$ cat config.mk
export PLATFORM = sky130hd
export DESIGN_NAME = cer_top
export DESIGN_NICKNAME = d
export VERILOG_FILES = /design/src/verilog/cer_stw.v /design/src/verilog/cer_top.v
export VERILOG_INCLUDE_DIRS = /design/src /design/src/verilog
export SDC_FILE = /design/constraint.sdc
export NUM_CORES = 1
export LEC_CHECK = 0
export BUFFER_PORTS_ARGS = -buffer_cell sky130_fd_sc_hd__buf_2
export CAP_MARGIN = 5
export CELL_PAD_IN_SITES_DETAIL_PLACEMENT = 1
export CELL_PAD_IN_SITES_GLOBAL_PLACEMENT = 1
export CORE_AREA = 2 2 174 176
export DETAILED_ROUTE_END_ITERATION = 16
export DIE_AREA = 0 0 176 178
export PLACE_DENSITY = 0.82
export SYNTH_ARGS = -nofsm -noshare
export SYNTH_HDL_FRONTEND = slang
export SYNTH_HIERARCHICAL = 1
export SYNTH_SLANG_ARGS = --single-unit
$ cat constraint.sdc
create_clock -name CLK_SYS -period 5 [get_ports CLK_SYS]
set_input_delay 0.25 -clock CLK_SYS [delete_from_list [all_inputs] [get_ports CLK_SYS]]
set_output_delay 0.25 -clock CLK_SYS [all_outputs]
set_load 0.02 [all_outputs]
$ cat src/verilog/cer_defs.vh
`ifndef CER_DEFS_VH
`define CER_DEFS_VH

// Register byte offsets on the APB
`define CER_OFF_ISR 12'h000
`define CER_OFF_IMR 12'h004
`define CER_OFF_STW_MASK 12'h008
`define CER_OFF_EIR 12'h00C
`define CER_OFF_EMR 12'h010
`define CER_OFF_ESR 12'h014
`define CER_OFF_CTX_MASK 12'h018
`define CER_OFF_PAGE_ADDR 12'h01C
`define CER_OFF_CTRL 12'h020
`define CER_OFF_LAST_IDX 12'h024

// Interrupt vector bit positions, common to every interrupt control register
`define CER_BIT_USER 0
`define CER_BIT_MERR 3
`define CER_BIT_FLUSH 4
`define CER_BIT_L3PAR 5
`define CER_BIT_MEDIA 6
`define CER_BIT_PFAULT 7
`define CER_BIT_CTXSW 8
`define CER_IRQ_W 10
// Implemented interrupt bits (reserved 1, 2, 9 read zero)
`define CER_ISR_IMPL 10'h1F9
// Sticky, write-one-to-clear interrupt bits
`define CER_ISR_STICKY 10'h171
// Bits that can never be unmasked for the status write
`define CER_STW_FORCED 10'h1C0

// Reset values
`define CER_RST_IMR 10'h3FF
`define CER_RST_STW_MASK 10'h3FF
`define CER_RST_EMR 16'hFFFF
`define CER_RST_CTX_MASK 16'h0000

// Control register fields
`define CER_CTRL_REPAIR 0

// Status page layout, dword offsets
`define CER_DW_ISR 8'h00
`define CER_DW_CSB 8'h28
`define CER_DW_LAST 8'h47
`define CER_CSB_ENTRIES 12
// Status page is a naturally aligned 4KB page
`define CER_PAGE_BITS 12

`endif

$ cat src/verilog/cer_stw.v
`timescale 1ns/100ps
`default_nettype none
`include "cer_defs.vh"

// Status page write engine: interrupt vector, status entries, last index
module cer_stw #(
   parameter ENTRIES = `CER_CSB_ENTRIES
) (
   input wire clk,
   input wire nrst,
   input wire ce,
   input wire [31:0] page_base,
   input wire isr_req,
   input wire [`CER_IRQ_W-1:0] isr_val,
   input wire ctx_req,
   input wire [63:0] ctx_val,
   output wire isr_take,
   output wire ctx_take,
   output wire [3:0] last_idx,
   output reg mem_req_r,
   output reg [31:0] mem_addr_r,
   output reg [63:0] mem_data_r,
   output wire mem_snoop,
   input wire mem_ack
);

   localparam S_IDLE = 2'd0;
   localparam S_BUSY = 2'd1;
   localparam S_IDX = 2'd2;

   reg [1:0] state_r;
   reg [3:0] wr_ptr_r;
   reg [3:0] last_r;

   // Byte address of a dword inside the status page
   function [31:0] dw_addr;
      input [31:0] base;
      input [7:0] dw;
      begin
         dw_addr = {base[31:`CER_PAGE_BITS], 2'b00, dw, 2'b00};
      end
   endfunction

   // Status entries come first so a burst of switches drains steadily
   assign ctx_take = (state_r == S_IDLE) && ctx_req;
   assign isr_take = (state_r == S_IDLE) && !ctx_req && isr_req;
   assign last_idx = last_r;
   assign mem_snoop = 1'b1;

   always @(posedge clk) begin
      if (!nrst) begin
         state_r <= S_IDLE;
         wr_ptr_r <= 4'h0;
         last_r <= 4'h0;
         mem_req_r <= 1'b0;
         mem_addr_r <= 32'h0000_0000;
         mem_data_r <= 64'h0000_0000_0000_0000;
      end else if (ce) begin
         case (state_r)
            S_IDLE: begin
               if (ctx_take) begin
                  // Entry is a qword, two dwords per slot
                  mem_addr_r <= dw_addr(page_base, `CER_DW_CSB + {3'b000, wr_ptr_r, 1'b0});
                  mem_data_r <= ctx_val;
                  mem_req_r <= 1'b1;
                  last_r <= wr_ptr_r;
                  wr_ptr_r <= (wr_ptr_r == ENTRIES - 1) ? 4'h0 : wr_ptr_r + 4'h1;
                  state_r <= S_IDX;
               end else if (isr_take) begin
                  mem_addr_r <= dw_addr(page_base, `CER_DW_ISR);
                  mem_data_r <= {{(64-`CER_IRQ_W){1'b0}}, isr_val};
                  mem_req_r <= 1'b1;
                  state_r <= S_BUSY;
               end
            end
            S_IDX: begin
               // Entry done, now name it in the last written index
               if (mem_ack) begin
                  mem_addr_r <= dw_addr(page_base, `CER_DW_LAST);
                  mem_data_r <= {60'h0, last_r};
                  state_r <= S_BUSY;
               end
            end
            S_BUSY: begin
               if (mem_ack) begin
                  mem_req_r <= 1'b0;
                  state_r <= S_IDLE;
               end
            end
            default: begin
               mem_req_r <= 1'b0;
               state_r <= S_IDLE;
            end
         endcase
      end
   end

endmodule // cer_stw

`default_nettype wire

$ cat src/verilog/cer_top.v
`timescale 1ns/100ps
`default_nettype none
`include "cer_defs.vh"

// Notes on behaviour
// Every context switch with an unmasked reason is reported with its context status as a status entry.
// A reason masked in the context mask gives neither interrupt nor entry.
// All interrupt registers share one bit layout.
// Bit 8 marks a context switch and is never status written.
// Bit 7 follows a pending page table fault, never status written.
// In fault repair mode the page fault interrupt ignores its mask.
// Bit 6 flags media counter overrun on media engines, never status written.
// Bit 5 flags L3 parity, only on the render engine.
// Bit 3 follows errors; status written when unmasked.
// On any interrupt status change, unmasked bits go to the status page.
// Error mask selects which error status bits reach error identity.
// Any error identity bit sets the interrupt error bit.
// Error identity bits clear by writing one, unrecoverable ones excepted.
// Software puts the status page on a 4KB boundary and programs it.
// Status page writes are cacheable and snooped.
// Status entries fill a wrapping buffer from dword 28h upward.
// Each entry updates the 4-bit last index at dword 47h.
// Interrupt output is high while an unmasked status bit is set.
module cer_top #(
   parameter IS_RENDER = 1'b1,
   parameter IS_MEDIA = 1'b0,
   parameter ERR_W = 16,
   parameter REASON_W = 16,
   parameter [15:0] UNRECOVERABLE = 16'h0000
) (
   input wire CLK_SYS,
   input wire NRST,
   input wire CE,
   // APB slave
   input wire PSEL,
   input wire PENABLE,
   input wire PWRITE,
   input wire [11:0] PADDR,
   input wire [31:0] PWDATA,
   output reg [31:0] PRDATA,
   output wire PREADY,
   output wire PSLVERR,
   // Engine events
   input wire CTX_SWITCH,
   input wire [REASON_W-1:0] CTX_REASON,
   input wire [63:0] CTX_STATUS,
   output wire CTX_READY,
   input wire USER_EVT,
   input wire FLUSH_EVT,
   input wire L3_PARITY_EVT,
   input wire MEDIA_OVERRUN_EVT,
   input wire PAGE_FAULT,
   input wire [ERR_W-1:0] ERR_STATUS,
   // Status page writes and interrupt output
   output wire MEM_REQ,
   output wire [31:0] MEM_ADDR,
   output wire [63:0] MEM_DATA,
   output wire MEM_SNOOP,
   input wire MEM_ACK,
   output wire IRQ
);

   localparam W = `CER_IRQ_W;

   // Configuration and pending state
   reg [W-1:0] isr_sticky_r;
   reg [W-1:0] imr_r;
   reg [W-1:0] stw_mask_r;
   reg [ERR_W-1:0] eir_r;
   reg [ERR_W-1:0] emr_r;
   reg [REASON_W-1:0] ctx_mask_r;
   reg [31:0] page_addr_r;
   reg repair_r;
   reg [W-1:0] isr_prev_r;
   reg isr_pend_r;
   reg ctx_pend_r;
   reg [63:0] ctx_data_r;

   // Interrupt vector paths
   wire [W-1:0] interrupt_status_reg;
   wire [W-1:0] isr_set;
   wire [W-1:0] isr_clr;
   wire [W-1:0] stw_eff;
   wire [W-1:0] irq_vec;
   wire [ERR_W-1:0] eir_clr;
   wire [3:0] last_idx;
   wire isr_take;
   wire ctx_take;
   wire ctx_report;
   wire wr_en;
   wire rd_en;
   wire acc;
   reg mapped;

   // Address decode shared by read and write paths
   function is_mapped;
      input [11:0] a;
      begin
         case (a)
            `CER_OFF_ISR, `CER_OFF_IMR, `CER_OFF_STW_MASK, `CER_OFF_EIR,
            `CER_OFF_EMR, `CER_OFF_ESR, `CER_OFF_CTX_MASK, `CER_OFF_PAGE_ADDR,
            `CER_OFF_CTRL, `CER_OFF_LAST_IDX: is_mapped = 1'b1;
            default: is_mapped = 1'b0;
         endcase
      end
   endfunction

   // Write strobe for one register offset, used by the clear paths
   function wr_hit;
      input [11:0] a;
      input [11:0] off;
      input en;
      begin
         wr_hit = en && (a == off);
      end
   endfunction

   // Zero wait states: every access completes in its first access cycle
   // Reads sample in setup, so a bit set during the access shows on the next read
   assign acc = PSEL && PENABLE;
   assign PREADY = 1'b1;
   assign PSLVERR = acc && !mapped;
   assign wr_en = acc && PWRITE && mapped && CE;
   assign rd_en = PSEL && !PENABLE && !PWRITE;

   always @* begin
      mapped = is_mapped(PADDR);
   end

   // A switch whose reason is masked is dropped whole
   assign ctx_report = CTX_SWITCH && CTX_READY && ((CTX_REASON & ctx_mask_r) == {REASON_W{1'b0}});
   // One pending entry; the engine stalls until it is handed off
   assign CTX_READY = !ctx_pend_r;

   // Event sources placed by the common vector layout
   // Reserved positions 1, 2 and 9 stay zero; bits 3 and 7 are levels, not stored
   assign isr_set[`CER_BIT_USER] = USER_EVT;
   assign isr_set[2:1] = 2'b00;
   assign isr_set[`CER_BIT_MERR] = 1'b0;
   assign isr_set[`CER_BIT_FLUSH] = FLUSH_EVT;
   assign isr_set[`CER_BIT_L3PAR] = L3_PARITY_EVT && IS_RENDER;
   assign isr_set[`CER_BIT_MEDIA] = MEDIA_OVERRUN_EVT && IS_MEDIA;
   assign isr_set[`CER_BIT_PFAULT] = 1'b0;
   assign isr_set[`CER_BIT_CTXSW] = ctx_report;
   assign isr_set[9] = 1'b0;

   assign isr_clr = wr_hit(PADDR, `CER_OFF_ISR, wr_en) ? PWDATA[W-1:0] & `CER_ISR_STICKY :
      {W{1'b0}};

   // Level bits follow their source, the rest are sticky
   assign interrupt_status_reg = (isr_sticky_r & `CER_ISR_STICKY)
      | ({{(W-1){1'b0}}, (|eir_r)} << `CER_BIT_MERR)
      | ({{(W-1){1'b0}}, PAGE_FAULT} << `CER_BIT_PFAULT);

   // Unmaskable positions stay masked for the status write
   assign stw_eff = stw_mask_r | `CER_STW_FORCED;

   // Interrupt output; page fault bypasses its mask in repair mode
   assign irq_vec = interrupt_status_reg & ~imr_r;
   assign IRQ = (|irq_vec) || (repair_r && interrupt_status_reg[`CER_BIT_PFAULT]);

   // Unrecoverable identity bits ignore software clears
   assign eir_clr = wr_hit(PADDR, `CER_OFF_EIR, wr_en) ?
      PWDATA[ERR_W-1:0] & ~UNRECOVERABLE[ERR_W-1:0] : {ERR_W{1'b0}};

   // Sticky interrupt bits: set wins over a simultaneous clear
   // Level bits 3 and 7 are never held here, they follow their sources
   always @(posedge CLK_SYS) begin
      if (!NRST) begin
         isr_sticky_r <= {W{1'b0}};
      end else if (CE) begin
         isr_sticky_r <= ((isr_sticky_r & ~isr_clr) | isr_set) & `CER_ISR_STICKY;
      end
   end

   // Error identity: masked status never propagates, set beats clear
   // A clear and a new error in one cycle leave the bit set, so nothing is lost
   always @(posedge CLK_SYS) begin
      if (!NRST) begin
         eir_r <= {ERR_W{1'b0}};
      end else if (CE) begin
         eir_r <= (eir_r & ~eir_clr) | (ERR_STATUS & ~emr_r);
      end
   end

   // Register map, one aligned word each:
   //   00 interrupt status, level bits read through, sticky bits write one to clear
   //   04 interrupt mask, a one masks the bit from the output
   //   08 status write mask, bits 6 to 8 always read as masked
   //   0C error identity, write one to clear
   //   10 error mask, a one keeps the error out of the identity
   //   14 error status, read only view of the error inputs
   //   18 context reason mask, a one drops switches with that reason
   //   1C status page base, low twelve bits read zero
   //   20 control, bit 0 enables fault repair mode
   //   24 last written status entry index
   // Software-written configuration
   always @(posedge CLK_SYS) begin
      if (!NRST) begin
         imr_r <= `CER_RST_IMR;
         stw_mask_r <= `CER_RST_STW_MASK;
         emr_r <= `CER_RST_EMR;
         ctx_mask_r <= `CER_RST_CTX_MASK;
         page_addr_r <= 32'h0000_0000;
         repair_r <= 1'b0;
      end else if (wr_en) begin
         case (PADDR)
            `CER_OFF_IMR: imr_r <= PWDATA[W-1:0];
            `CER_OFF_STW_MASK: stw_mask_r <= PWDATA[W-1:0];
            `CER_OFF_EMR: emr_r <= PWDATA[ERR_W-1:0];
            `CER_OFF_CTX_MASK: ctx_mask_r <= PWDATA[REASON_W-1:0];
            // Low bits dropped: the page sits on a 4KB boundary
            `CER_OFF_PAGE_ADDR: page_addr_r <= {PWDATA[31:`CER_PAGE_BITS], 12'h000};
            `CER_OFF_CTRL: repair_r <= PWDATA[`CER_CTRL_REPAIR];
            default: repair_r <= repair_r;
         endcase
      end
   end

   // Read data captured in the setup cycle, stable through the access
   always @(posedge CLK_SYS) begin
      if (!NRST) begin
         PRDATA <= 32'h0000_0000;
      end else if (CE && rd_en) begin
         case (PADDR)
            `CER_OFF_ISR: PRDATA <= {{(32-W){1'b0}}, interrupt_status_reg};
            `CER_OFF_IMR: PRDATA <= {{(32-W){1'b0}}, imr_r};
            `CER_OFF_STW_MASK: PRDATA <= {{(32-W){1'b0}}, stw_eff};
            `CER_OFF_EIR: PRDATA <= {{(32-ERR_W){1'b0}}, eir_r};
            `CER_OFF_EMR: PRDATA <= {{(32-ERR_W){1'b0}}, emr_r};
            `CER_OFF_ESR: PRDATA <= {{(32-ERR_W){1'b0}}, ERR_STATUS};
            `CER_OFF_CTX_MASK: PRDATA <= {{(32-REASON_W){1'b0}}, ctx_mask_r};
            `CER_OFF_PAGE_ADDR: PRDATA <= page_addr_r;
            `CER_OFF_CTRL: PRDATA <= {31'h0000_0000, repair_r};
            `CER_OFF_LAST_IDX: PRDATA <= {28'h000_0000, last_idx};
            default: PRDATA <= 32'h0000_0000;
         endcase
      end
   end

   // Change watch on the vector; latest value is written when the engine frees
   // Limitation: changes that come and go while a write waits are merged into
   // one write of the newest value, so software sees no intermediate states
   always @(posedge CLK_SYS) begin
      if (!NRST) begin
         isr_prev_r <= {W{1'b0}};
         isr_pend_r <= 1'b0;
      end else if (CE) begin
         isr_prev_r <= interrupt_status_reg;
         if (interrupt_status_reg != isr_prev_r) begin
            isr_pend_r <= 1'b1;
         end else if (isr_take) begin
            isr_pend_r <= 1'b0;
         end
      end
   end

   // Pending status entry holding the switch context status
   // The engine holds off further switches until the write engine takes this one
   always @(posedge CLK_SYS) begin
      if (!NRST) begin
         ctx_pend_r <= 1'b0;
         ctx_data_r <= 64'h0000_0000_0000_0000;
      end else if (CE) begin
         if (ctx_report) begin
            ctx_pend_r <= 1'b1;
            ctx_data_r <= CTX_STATUS;
         end else if (ctx_take) begin
            ctx_pend_r <= 1'b0;
         end
      end
   end

   cer_stw #(
      .ENTRIES(`CER_CSB_ENTRIES)
   ) u_stw (
      .clk(CLK_SYS),
      .nrst(NRST),
      .ce(CE),
      .page_base(page_addr_r),
      .isr_req(isr_pend_r),
      .isr_val(interrupt_status_reg & ~stw_eff),
      .ctx_req(ctx_pend_r),
      .ctx_val(ctx_data_r),
      .isr_take(isr_take),
      .ctx_take(ctx_take),
      .last_idx(last_idx),
      .mem_req_r(MEM_REQ),
      .mem_addr_r(MEM_ADDR),
      .mem_data_r(MEM_DATA),
      .mem_snoop(MEM_SNOOP),
      .mem_ack(MEM_ACK)
   );

endmodule // cer_top

`default_nettype wire
# Word-level counts from Yosys, hierarchy flattened
# Index checks and enable logic that the tools add are counted.
[op_classes]
n_addsub = 2
n_eq_ne = 16
mux = 26
bitwise = 16
n_reduce_logical = 43
[op_table]
columns = ["op", "n"]
rows = [
  ["$pmux W32 S10", 1],
  ["$mux W64", 3],
  ["$pmux W64 S2", 1],
  ["$mux W32", 3],
  ["$pmux W32 S2", 1],
  ["$and A16 B16 Y16", 3],
  ["$eq A12 B5 Y1 const B", 4],
  ["$not A16 Y16", 2],
  ["$eq A12 B4 Y1 const B", 2],
  ["$eq A12 B6 Y1 const B", 2],
  ["$and A9 B10 Y10", 2],
  ["$not A10 Y10", 2],
  ["$reduce_or A10 Y1", 2],
  ["$reduce_and A2 Y1", 9],
  ["$logic_and A1 B1 Y1", 16],
  ["$logic_not A16 Y1", 1],
  ["$mux W16", 1],
  ["$or A16 B16 Y16", 1],
  ["$reduce_or A16 Y1", 1],
  ["$eq A12 B3 Y1 const B", 1],
  ["$logic_not A12 Y1", 1],
  ["$reduce_and A4 Y1", 3],
  ["$ne A9 B10 Y1", 1],
  ["$and A9 B9 Y9", 1],
  ["23 further kinds", 39],
]
[totals]
register_bits = 309
output_inout_bits = 134

# Logic depth before layout (Yosys ltp)
# Gate-level depths: netlist (run 1).
[logic_depth]
word_depth = 10
depth_mapped = 8
ltp_nobuf = 6

# Hierarchy
# Netlist (run 1), hierarchy kept.
[modules_own_cells]
columns = ["module", "instances", "cells_each", "area_each_um2"]
rows = [
  ["cer_top", 1, 951, 8165.3],
  ["cer_stw", 1, 500, 4291.6],
]

# Worst setup path before layout (run 1)
# OpenSTA, ideal clock, no wires.
[synth_path]
kind = "input to register"
start = "input PADDR[9]"
end = "register emr_r[10]"
setup_time_ps = 129
t_arrival_ps = 2071
setup_slack_ps = 2799
stages = 7
path_cell_list = "nor4_4 nand4_2 buf_6 nor4_4 buf_6 mux2i_1 nand2_1"
[synth_between]
elab_chain_len = 6
elab_cells_between_ends = 15
[synth_lines]
columns = ["item", "line_no", "rtl"]
rows = [
  ["from (decl)", "cer_top.v:38", "input wire [11:0] PADDR,"],
  ["$eq A12 B4 Y1 (tied with other cells)", "cer_top.v:99", "case (a)"],
  ["$reduce_or A10 Y1", "cer_top.v:99", ""],
  ["$mux W1", "cer_top.v:99", ""],
  ["$logic_and A1 B1 Y1 (2 in a row)", "cer_top.v:123", "assign wr_en = acc && PWRITE && mapped && CE;"],
  ["$reduce_and A2 Y1 (no source line) (*)", "--", ""],
  ["to (signal assigned)", "cer_top.v:202", "emr_r <= `CER_RST_EMR;"],
  ["to (signal assigned)", "cer_top.v:210", "`CER_OFF_EMR: emr_r <= PWDATA[ERR_W-1:0];"],
  ["to (decl)", "cer_top.v:70", "reg [ERR_W-1:0] emr_r;"],
]
# Mark *: on every way between the ends. The rest lies on a longest branch, timed or not.
# A chain may end at the register's enable or synchronous reset.

# Final worst setup path (run 1)
[layout_path]
start = "register u_stw.state_r[1]"
end = "register u_stw.mem_data_r[31]"
[layout_between]
elab_cells_between_ends = 11
[layout_lines]
columns = ["item", "line_no", "rtl"]
rows = [
  ["from (decl)", "cer_stw.v:31", "reg [1:0] state_r;"],
  ["from (signal assigned)", "cer_stw.v:52", "state_r <= S_IDLE;"],
  ["from (signal assigned)", "cer_stw.v:68", "state_r <= S_IDX;"],
  ["from (signal assigned)", "cer_stw.v:73", "state_r <= S_BUSY;"],
  ["$logic_not A2 Y1 (*)", "cer_stw.v:45", "assign ctx_take = (state_r == S_IDLE) && ctx_req;"],
  ["$logic_and A1 B1 Y1 (*)", "cer_stw.v:45", ""],
  ["named net ctx_take", "cer_top.v:88", "wire ctx_take;"],
  ["$ne A3 B3 Y1 (no source line) / $mux W64 (equally long branches)", "--", ""],
  ["$reduce_and A4 Y1 (no source line) / $pmux W64 S2 (equally long branches)", "--", ""],
  ["to (signal assigned)", "cer_stw.v:64", "mem_data_r <= ctx_val;"],
  ["to (signal assigned)", "cer_stw.v:71", "mem_data_r <= {{(64-`CER_IRQ_W){1'b0}}, isr_val};"],
  ["to (signal assigned)", "cer_stw.v:80", "mem_data_r <= {60'h0, last_r};"],
  ["to (decl)", "cer_stw.v:22", "output reg [63:0] mem_data_r,"],
]
# The timed path passes the listed nets; every way through them passes the cells marked *.

==> results of run 1 <==
-- power groups by stage --
stage | clock network (mW) | registers [mW] | logic (mW)
floorplan | 0 | 2.50 | 0.260
global placement | 0 | 2.50 | 0.417
detailed placement | 0 | 2.50 | 0.425
CTS | 2.58 | 2.45 | 0.472
global route | 2.69 | 2.46 | 0.518
finish | 2.54 | 2.45 | 0.480
-- per-layer routing --
metal,GRT usage [%],wire length [um]
met1,34.7,18900
met2,44.6,20500
met3,6.50,2990
met4,10.4,1480
met5,0,0
-- layout by cell type (no fill, tap or decap), drive strengths merged, types with 28 or more instances in the layout --
cell type,count
nand2,380
buf,293
dlygate4sd3,73
a22oi,37
mux2i,47
clkbuf,54
dfxtp,298
o21ai,28
nand3,80
a21oi,99
a21boi,105
nor2,61
-- final cells by class --
type	instances	area [um2]	share of cell area, %
clock inverters	5	77.6	0.490
flip-flops and latches	298	5970	37.7
multi-input cells	1037	5950	37.6
inverters	12	47.5	0.300
repair buffers	366	2240	14.1
diodes	4	10.0	0.0632
clock buffers	54	1060	6.69
well taps	390	488	3.08
-- through the flow --
stage / utilization [%] / setup WS, ns / area, um2 / power, mW / hold slack, ns
2_1_floorplan: - / 2.80 / 12500 / 2.76 / 0.337
3_3_place_gp: 47.4 / 1.87 / 13900 / 2.92 / 0.430
3_5_place_dp: 47.4 / 1.79 / 13900 / 2.93 / 0.439
4_1_cts: 53.8 / 1.95 / 15800 / 5.50 / 0.000885
5_1_grt: 53.8 / 1.61 / 15800 / 5.66 / 0.0122
6_report: 53.9 / 1.95 / 15800 / 5.47 / 0.0192
-- critical path: stages, from the launching register on --
cell and delay (ns):
dfxtp_1 0.47, nor2_1 0.83, nand2_1 0.25, inv_2 0.51, buf_4 0.46, nand3_1 0.14
a21boi_0 0.27
-- cells by family (layout without fill, tap and decap cells) --
group / count (synthesis) / count (layout)
xor+xnor: 7 / 7
other cells: 4 / 19
mux: 56 / 56
flops: 298 / 298
compound gates: 350 / 350
simple gates: 606 / 606
buf+inv: 127 / 437
fa+ha+maj: 3 / 3
-- sequential cells by signal (all words and copies together) (netlist names), 10 cells and up --
| signal | cells |
|---|---|
| u_stw/mem_addr_r | 27 |
| emr_r | 16 |
| PRDATA | 32 |
| ctx_mask_r | 16 |
| imr_r | 10 |
| page_addr_r | 20 |
| eir_r | 16 |
| ctx_data_r | 64 |
| u_stw/mem_data_r | 64 |
-- how the worst max path moves through the flow --
| stage | start | endpoint | slack, ns | cells past startpoint |
|---|---|---|---|---|
| detailed placement | PADDR[9] | ctx_mask_r[2] | 1.79 | 7 |
| global placement | PADDR[9] | ctx_mask_r[14] | 1.87 | 7 |
| finish | u_stw/state_r[1] | u_stw/mem_data_r[31] | 1.95 | 6 |
| floorplan | PADDR[9] | emr_r[10] | 2.80 | 7 |
| global route | u_stw/state_r[1] | u_stw/mem_data_r[39] | 1.61 | 6 |
| CTS | u_stw/state_r[1] | u_stw/mem_data_r[31] | 1.95 | 6 |
==> run_results.csv, run 1 <==
group,metric,value,unit
clock_network,clkLatencyLatePin,0.51,ns
detailed_routing,routed_via_density,5.51,
worst_hold_path,hold_path_depth,3,
global_routing,grt_pass1_vias,12300,
die,die_x,176,um
synthesis,netlist_area,12500,um2
synthesis,yosys.area_share.adder,0.301,%
synthesis,synth_simple_gate_area_share,22.1,%
synthesis,synth_most_common_cell,"nand2_1",
timing,min_period,3.05,ns
synthesis,yosysTopAreaCell,"dfxtp_1",
final_layout,final_cells,2166,
timing,fin_skew,0.0157,ns
detailed_routing,first_pass_iters,5,
synthesis,synth_top_family_by_area,"simple AND/OR/NAND/NOR gates",
synthesis,synth-seq-cells,298,
synthesis,netlist_instances,1451,
die,fp.dieArea,31300,um2
power,p_int,4.14,mW
global_routing,grt_pass1_wl,67.7,mm
synthesis,synth_ff_type,"dfxtp_1",
run_status,status,"finished clean",
power,p_sw_share,24.3,%
synthesis,yosysWarnings,6,
detailed_routing,vias,11900,
worst_setup_path,endpoint_kind,"register",
detailed_routing,wl,43.8,mm
clock_network,cts_tree,"done",
power,leakagePower,6.39,nW
clock_network,clk_pin_slew,0.06,ns
timing,max-slew-margin-rel,27.2,%
worst_setup_path,worst_setup_path_start_kind,"register",
worst_setup_path,critPathKind,"reg -> reg",
worst_setup_path,cp.required,5.41,ns
final_layout,area_growth,27.1,%
run,max_cap_violations,0,
die,rows,63,
power,power_frac_comb,8.8,%
power,irDropWorstVdd,0.242,mV
worst_hold_path,holdPathEnd,"page_addr_r[30]",
synthesis,synth-compound-area-share,19.2,%
synthesis,muxShareOfSynthArea,5.04,%
die,ios,287,
timing,setup_tns,0,ns
worst_setup_path,r2r_end,"u_stw/mem_data_r[31]",
power,p_switching,1.33,mW
worst_setup_path,r2r_slack,1.95,ns
synthesis,synth.avg_cell_area,8.59,um2
clock_network,post_cts_buffers,0,
clock_network,htree_levels,2,
clock_network,cts_resized,0,
timing,grt_setup_unrepaired,"false",
die,core,29400,um2
synthesis,synth_top_cells_by_area,"dfxtp_1 (48%), nand2_1 (11%), a21oi_1 (4.0%)",
global_routing,grt_remaining_overflow,0,
worst_hold_path,hold_class,"in -> reg",
detailed_routing,wl_per_cell,20.2,um
place,dp.final_hpwl,27.5,mm
timing,tightest_slew,1.09,ns
place,io_buffers,278,
worst_hold_path,hold_start,"PWDATA[30]",
worst_setup_path,reg2reg_from,"u_stw/state_r[1]",
detailed_routing,drc,0,
detailed_routing,antenna_left,0,
synthesis,yosysUniqueCellTypes,69,
final_layout,drive_gt1_share,21.2,%
die,fp.dieH,178,um
place,dp.cells,2029,
synthesis,yosys-top-cells-count,"nand2_1 (380), dfxtp_1 (298), a21oi_1 (99)",
timing,hold_violations,0,
synthesis,synth_xor_area_share,0.492,%
synthesis,yosysSeqAreaShare,47.9,%
worst_setup_path,critPathMaxFanout,31,
worst_setup_path,reg2reg_depth,6,
detailed_routing,drt_iter0_drc,840,
timing,slew_violations,0,
power,power_frac_seq,44.8,%
power,power_density,346,nW/um2
final_layout,fin_nets,1905,
clock_network,clockBufferDepth,3,
timing,finalSetupViolCount,0,
power,p_clk_share,46.4,%
place,gp_congestion,0.899,
synthesis,synth_top_area_share,47.9,%
global_routing,antenna_found_initial,2,
timing,fmax,328,MHz
clock_network,holdBufCountCts,73,
global_routing,grt_usage,27.2,%
clock_network,cts_buffers,34,
global_routing,grt_max_degree,103,
die,start_util,42.4,%
worst_setup_path,cp.arrival,3.46,ns
final_layout,fillerInstances,3501,
timing,period_share,61.0,%
clock_network,cts_root_buf,"clkbuf_16",
synthesis,synth_edf_count,0,
clock_network,clock_sinks,298,
synthesis,async_reset_ff_share,0,%
(Power assumes the default switching activity.)
==> run 2: changes to the inputs <==
--- a/config.mk
+++ b/config.mk
@@ -10,10 +10,10 @@
 export CAP_MARGIN = 5
 export CELL_PAD_IN_SITES_DETAIL_PLACEMENT = 1
 export CELL_PAD_IN_SITES_GLOBAL_PLACEMENT = 1
-export CORE_AREA = 2 2 174 176
+export CORE_AREA = 2 2 180 182
 export DETAILED_ROUTE_END_ITERATION = 16
-export DIE_AREA = 0 0 176 178
-export PLACE_DENSITY = 0.82
+export DIE_AREA = 0 0 182 184
+export PLACE_DENSITY = 0.77
 export SYNTH_ARGS = -nofsm -noshare
 export SYNTH_HDL_FRONTEND = slang
 export SYNTH_HIERARCHICAL = 1
==> constraint.sdc (replaced) <==
create_clock -name CLK_SYS -period 3 [get_ports CLK_SYS]
set_input_delay 0.15 -clock CLK_SYS [delete_from_list [all_inputs] [get_ports CLK_SYS]]
set_output_delay 0.15 -clock CLK_SYS [all_outputs]
set_load 0.02 [all_outputs]
==> run 2 against run 1 <==
  * Largest cell class unchanged
  * Design area grew 3.4%
  * Critical endpoint is now ctx_data_r[48]
  * Clock power is 67% higher
  * Largest power group unchanged
  * Fmax up 21%
  * Die area is 6.9% higher
  * Register-to-register slack lost 1.5 ns
==> run_results.csv, run 2 (same netlist as run 1, synthesis figures left out) <==
group,metric,value,unit
detailed_routing,antenna_left,0,
worst_setup_path,endpoint_kind,"register",
worst_setup_path,worst_setup_path_start_kind,"register",
clock_network,clock_sinks,298,
final_layout,largestRegisters,"ctx_data_r: 64 flops, u_stw/mem_data_r: 64 flops, PRDATA: 32 flops",
worst_setup_path,critPathMaxFanout,66,
timing,fin_skew,0.0206,ns
worst_setup_path,cp.arrival,2.86,ns
clock_network,cts_root_buf,"clkbuf_16",
power,power_density,561,nW/um2
detailed_routing,drc,0,
clock_network,post_cts_buffers,0,
clock_network,clk_pin_slew,0.06,ns
die,core,31400,um2
clock_network,cts_tree,"done",
place,gp_congestion,0.886,
timing,fmax,396,MHz
global_routing,grt_pass1_vias,12800,
clock_network,clkLatencyLatePin,0.50,ns
clock_network,cts_buffers,35,
power,p_total,9.18,mW
final_layout,fin_nets,1959,
global_routing,antenna_found_initial,2,
place,dp.final_hpwl,28.2,mm
detailed_routing,vias,12300,
detailed_routing,first_pass_iters,7,
place,io_buffers,278,
detailed_routing,wl,45.5,mm
worst_hold_path,hold_class,"in -> reg",
global_routing,grt_max_degree,158,
final_layout,fillerInstances,3711,
die,die_x,182,um
final_layout,multiInputGateArea,5960,um2
worst_hold_path,hold_start,"ERR_STATUS[9]",
final_layout,drive_gt1_share,22.3,%
timing,grt_setup_unrepaired,"false",
final_layout,fin_area,16400,um2
run,max_cap_violations,0,
timing,tightest_slew,0.838,ns
final_layout,area_growth,31.4,%
die,start_util,39.7,%
timing,slew_violations,0,
worst_setup_path,startpoint,"ctx_mask_r[11]",
timing,finalSetupViolCount,0,
clock_network,clockBufferDepth,3,
worst_setup_path,cp.required,3.33,ns
die,fp.dieArea,33500,um2
detailed_routing,drt_iter0_drc,811,
final_layout,final_cells,2232,
timing,min_period,2.53,ns
final_layout,final_cell_mix,"nand2_1 (380), dfxtp_1 (298), buf_2 (277)",
clock_network,htree_levels,2,
die,rows,65,
worst_setup_path,critPathKind,"reg -> reg",
timing,hold_violations,0,
final_layout,regArea,5970,um2
timing,fin_ws,0.472,ns
global_routing,grt_remaining_overflow,0,
place,place_ws,0.607,ns
power,irDropWorstVdd,0.396,mV
final_layout,layout_commonest_cell,"nand2_1",
detailed_routing,routed_via_density,5.50,
timing,period_share,84.3,%
die,ios,287,
timing,max-slew-margin-rel,44.1,%
timing,setup_tns,0,ns
global_routing,grt_pass1_wl,71.5,mm
worst_setup_path,reg2reg_from,"ctx_mask_r[11]",
global_routing,grt_usage,26.7,%
place,dp.cells,2065,
place,placed_cell_area,14200,um2
run_status,status,"finished clean",
die,fp.dieH,184,um
power,leakagePower,6.66,nW
detailed_routing,wl_per_cell,20.4,um
## run 2: timing repair
action / in CTS / in global routing
endpoints found under the hold margin: 124 / 0
gates resized for setup: 0 / 0
hold buffers: 103 / 0
## run 2: per-stage QoR
stage               util, %  hold slack (ns)
finish                 52.2           0.0362
global route           52.2           0.0416
CTS                    52.1           0.0203
detailed placement     45.2            0.401
global placement       45.2            0.398
floorplan                 -            0.237
## run 2: power by group
| part | leakage [nW] | internal [mW] | total (mW) | switching, mW |
|---|---|---|---|---|
| Clock | 0.574 | 2.53 | 4.23 | 1.70 |
| Sequential | 2.41 | 4.03 | 4.08 | 0.0565 |
| Combinational | 3.68 | 0.338 | 0.867 | 0.529 |
## run 2: worst max-delay path, cell delays in order, from the launching register on
cell and delay [ns]:
dfxtp_1 0.33, a22oi_1 0.43, nand2_1 0.18, or4_2 0.68
buf_4 0.37, nand2_1 0.19, a21oi_1 0.11
## run 2: metal layers
layer	vias to the layer above	GRT usage [%]	part of all wire, %
met5	-	0	0.029
met4	2	11.4	4.0
met3	121	5.92	6.9
met2	442	44.7	48
met1	6001	33.3	42
li1	5710	-	-
## run 2: final cells by class
cell class                      count  share of cell area [%]
Sequential cell                   298                    36.4
Antenna cell                        1                  0.0153
Inverter                           12                   0.290
Multi-Input combinational cell   1037                    36.4
Clock buffer                       54                    6.72
Tap cell                          402                    3.07
Timing Repair Buffer              419                    16.8
Clock inverter                      9                   0.313
## run 2: path summary, 6_finish.rpt
path	to	slack, ns	cells past startpoint
min	eir_r[9]	0.04	3
max	ctx_data_r[48]	0.47	6
min reg2reg	u_stw/mem_addr_r[6]	0.45	2
max reg2reg	ctx_data_r[48]	0.47	6
==> run 3: changes to the inputs <==
==> constraint.sdc (replaced) <==
create_clock -name CLK_SYS -period 2.4 [get_ports CLK_SYS]
set_input_delay 0.12 -clock CLK_SYS [delete_from_list [all_inputs] [get_ports CLK_SYS]]
set_output_delay 0.12 -clock CLK_SYS [all_outputs]
set_load 0.02 [all_outputs]
==> run 3 against run 2 <==
  * Highest routed layer unchanged
  * Global-route usage down 0.20 points
  * Non-clock buffer count increased by 19
  * Largest power group unchanged
  * Critical endpoint is now ctx_data_r[43]
  * Die area unchanged
  * Count of clock-buffer cells in the layout decreased by 5
  * Combinational power up 30%
  * Sequential power rose by 25%
==> run_results.csv, run 3 (same netlist as run 1, synthesis figures left out) <==
group,metric,value,unit
power,power_density,697,nW/um2
clock_network,cts_buffers,34,
die,fp.dieArea,33500,um2
die,fp.dieH,184,um
worst_setup_path,endpoint_kind,"register",
place,io_buffers,278,
die,rows,65,
final_layout,final_cell_mix,"nand2_1 (380), dfxtp_1 (298), buf_2 (277)",
global_routing,grt_max_degree,77,
final_layout,final_cells,2250,
global_routing,grt_usage,26.6,%
worst_setup_path,cp_slowest_cell,"or4_2",
final_layout,fin_area,16600,um2
clock_network,clkLatencyLatePin,0.51,ns
timing,period_share,92.8,%
detailed_routing,antenna_left,0,
worst_hold_path,hold_class,"in -> reg",
worst_setup_path,path_cells,"a22oi_1 -> nand2_1 -> or4_2 -> buf_12 -> nand2_1 -> a21oi_1",
detailed_routing,route.met2.wl,21.5,mm
detailed_routing,routed_via_density,5.44,
timing,fin_ws,0.172,ns
worst_setup_path,crit_path_max_incr_delay,0.75,ns
detailed_routing,wl_met1,19.5,mm
clock_network,clk_pin_slew,0.06,ns
timing,fmax,449,MHz
global_routing,grt_remaining_overflow,0,
detailed_routing,dr_wl_met3,2.85,mm
detailed_routing,first_pass_iters,5,
final_layout,drive_gt1_share,22.7,%
global_routing,grt_pass1_wl,70.9,mm
timing,hold_violations,0,
worst_setup_path,cp.required,2.75,ns
timing,finalSetupViolCount,0,
worst_setup_path,critical_path.top_delay_family,"simple AND/OR/NAND/NOR gates",
worst_setup_path,cp.arrival,2.57,ns
clock_network,htree_levels,2,
place,dp.cells,2078,
die,start_util,39.7,%
global_routing,antenna_found_initial,4,
run,max_cap_violations,0,
timing,fin_skew,0.0168,ns
run_status,status,"finished clean",
worst_setup_path,worst_setup_path_start_kind,"register",
place,dp.final_hpwl,28.7,mm
die,ios,287,
worst_setup_path,critPathMaxFanout,66,
timing,grt_setup_unrepaired,"false",
detailed_routing,drc,0,
timing,setup_tns,0,ns
worst_setup_path,crit_path_frequent_cell,"nand2_1",
die,die_x,182,um
detailed_routing,highest_layer,"met5",
detailed_routing,drt_iter0_drc,673,
worst_setup_path,crit_buf_inv,1,
timing,max-slew-margin-rel,39.5,%
place,placed_cell_area,14300,um2
detailed_routing,wl,45.4,mm
final_layout,fin_nets,1977,
detailed_routing,vias,12200,
clock_network,clock_sinks,298,
clock_network,cts_tree,"done",
global_routing,grt_pass1_vias,12900,
final_layout,area_growth,33.0,%
place,place_ws,0.164,ns
timing,slew_violations,0,
power,leakagePower,6.76,nW
clock_network,clockBufferDepth,3,
worst_setup_path,critPathKind,"reg -> reg",
place,gp_congestion,0.884,
detailed_routing,wl_per_cell,20.2,um
final_layout,layout_commonest_cell,"nand2_1",
timing,tightest_slew,0.907,ns
power,irDropWorstVdd,0.414,mV
clock_network,cts_root_buf,"clkbuf_16",
final_layout,largestRegisters,"ctx_data_r: 64 flops, u_stw/mem_data_r: 64 flops, PRDATA: 32 flops",
worst_setup_path,r2r_slack,0.17,ns
clock_network,post_cts_buffers,0,
die,core,31400,um2
timing,min_period,2.23,ns
[run 3: changes by cell type in the layout (fill, tap and decap cells not counted), sizes merged]
cell | previous run | this run
bufinv | 0 | 3
clkinv | 7 | 6
dlygate4sd3 | 103 | 109
buf | 316 | 329
diode | 1 | 3
clkbuf | 54 | 49
[run 3: worst paths after layout]
path | startpoint | to | depth (start not counted)
hold reg to reg | PRDATA[1] | PRDATA[1] | 2
setup / recovery | ctx_mask_r[2] | ctx_data_r[43] | 6
hold / removal | MEM_ACK | u_stw/mem_req_r | 4
setup reg to reg | ctx_mask_r[2] | ctx_data_r[43] | 6
[run 3: power breakdown]
part           internal [mW]  switching (mW)
logic                  0.449           0.678
registers               5.03          0.0616
clock network           3.27            2.06
[run 3: worst reg2reg max path, cell delays in order, from the launching register on]
cell and delay (ns):
dfxtp_1 0.32, a22oi_1 0.26, nand2_1 0.20, or4_2 0.76
buf_12 0.22, nand2_1 0.24, a21oi_1 0.08
[run 3: cell type report]
class,count,area (um2)
Fill cell,3702,14800
Sequential cell,298,5970
Multi-Input combinational cell,1037,5950
Timing Repair Buffer,438,2940
Clock buffer,49,1020
Tap cell,402,503
Clock inverter,11,136
Inverter,12,47.5
Antenna cell,3,7.51
[run 3: metrics by stage]
stage | util, % | power [mW] | hold WS (ns)
6_report | 52.8 | 11.6 | 0.0146
5_1_grt | 52.8 | 12.0 | 0.0140
4_1_cts | 52.8 | 11.6 | 0.000373
3_5_place_dp | 45.6 | 6.17 | 0.370
3_3_place_gp | 45.6 | 6.15 | 0.366
2_1_floorplan | - | 5.75 | 0.207
[run 3: what timing repair did]
item / CTS / global route
endpoints found under the setup margin: 0 / 0
hold buffers: 109 / 0
endpoints found under the hold margin: 144 / 0
gates resized for setup: 0 / 0
[run 3: per-layer routing]
layer  vias to the layer above  GRT usage (%)
met5                         -              0
met3                        99           5.82
met2                       393           44.5
li1                       5741              -
met1                      5998           33.5
met4                         2           10.0
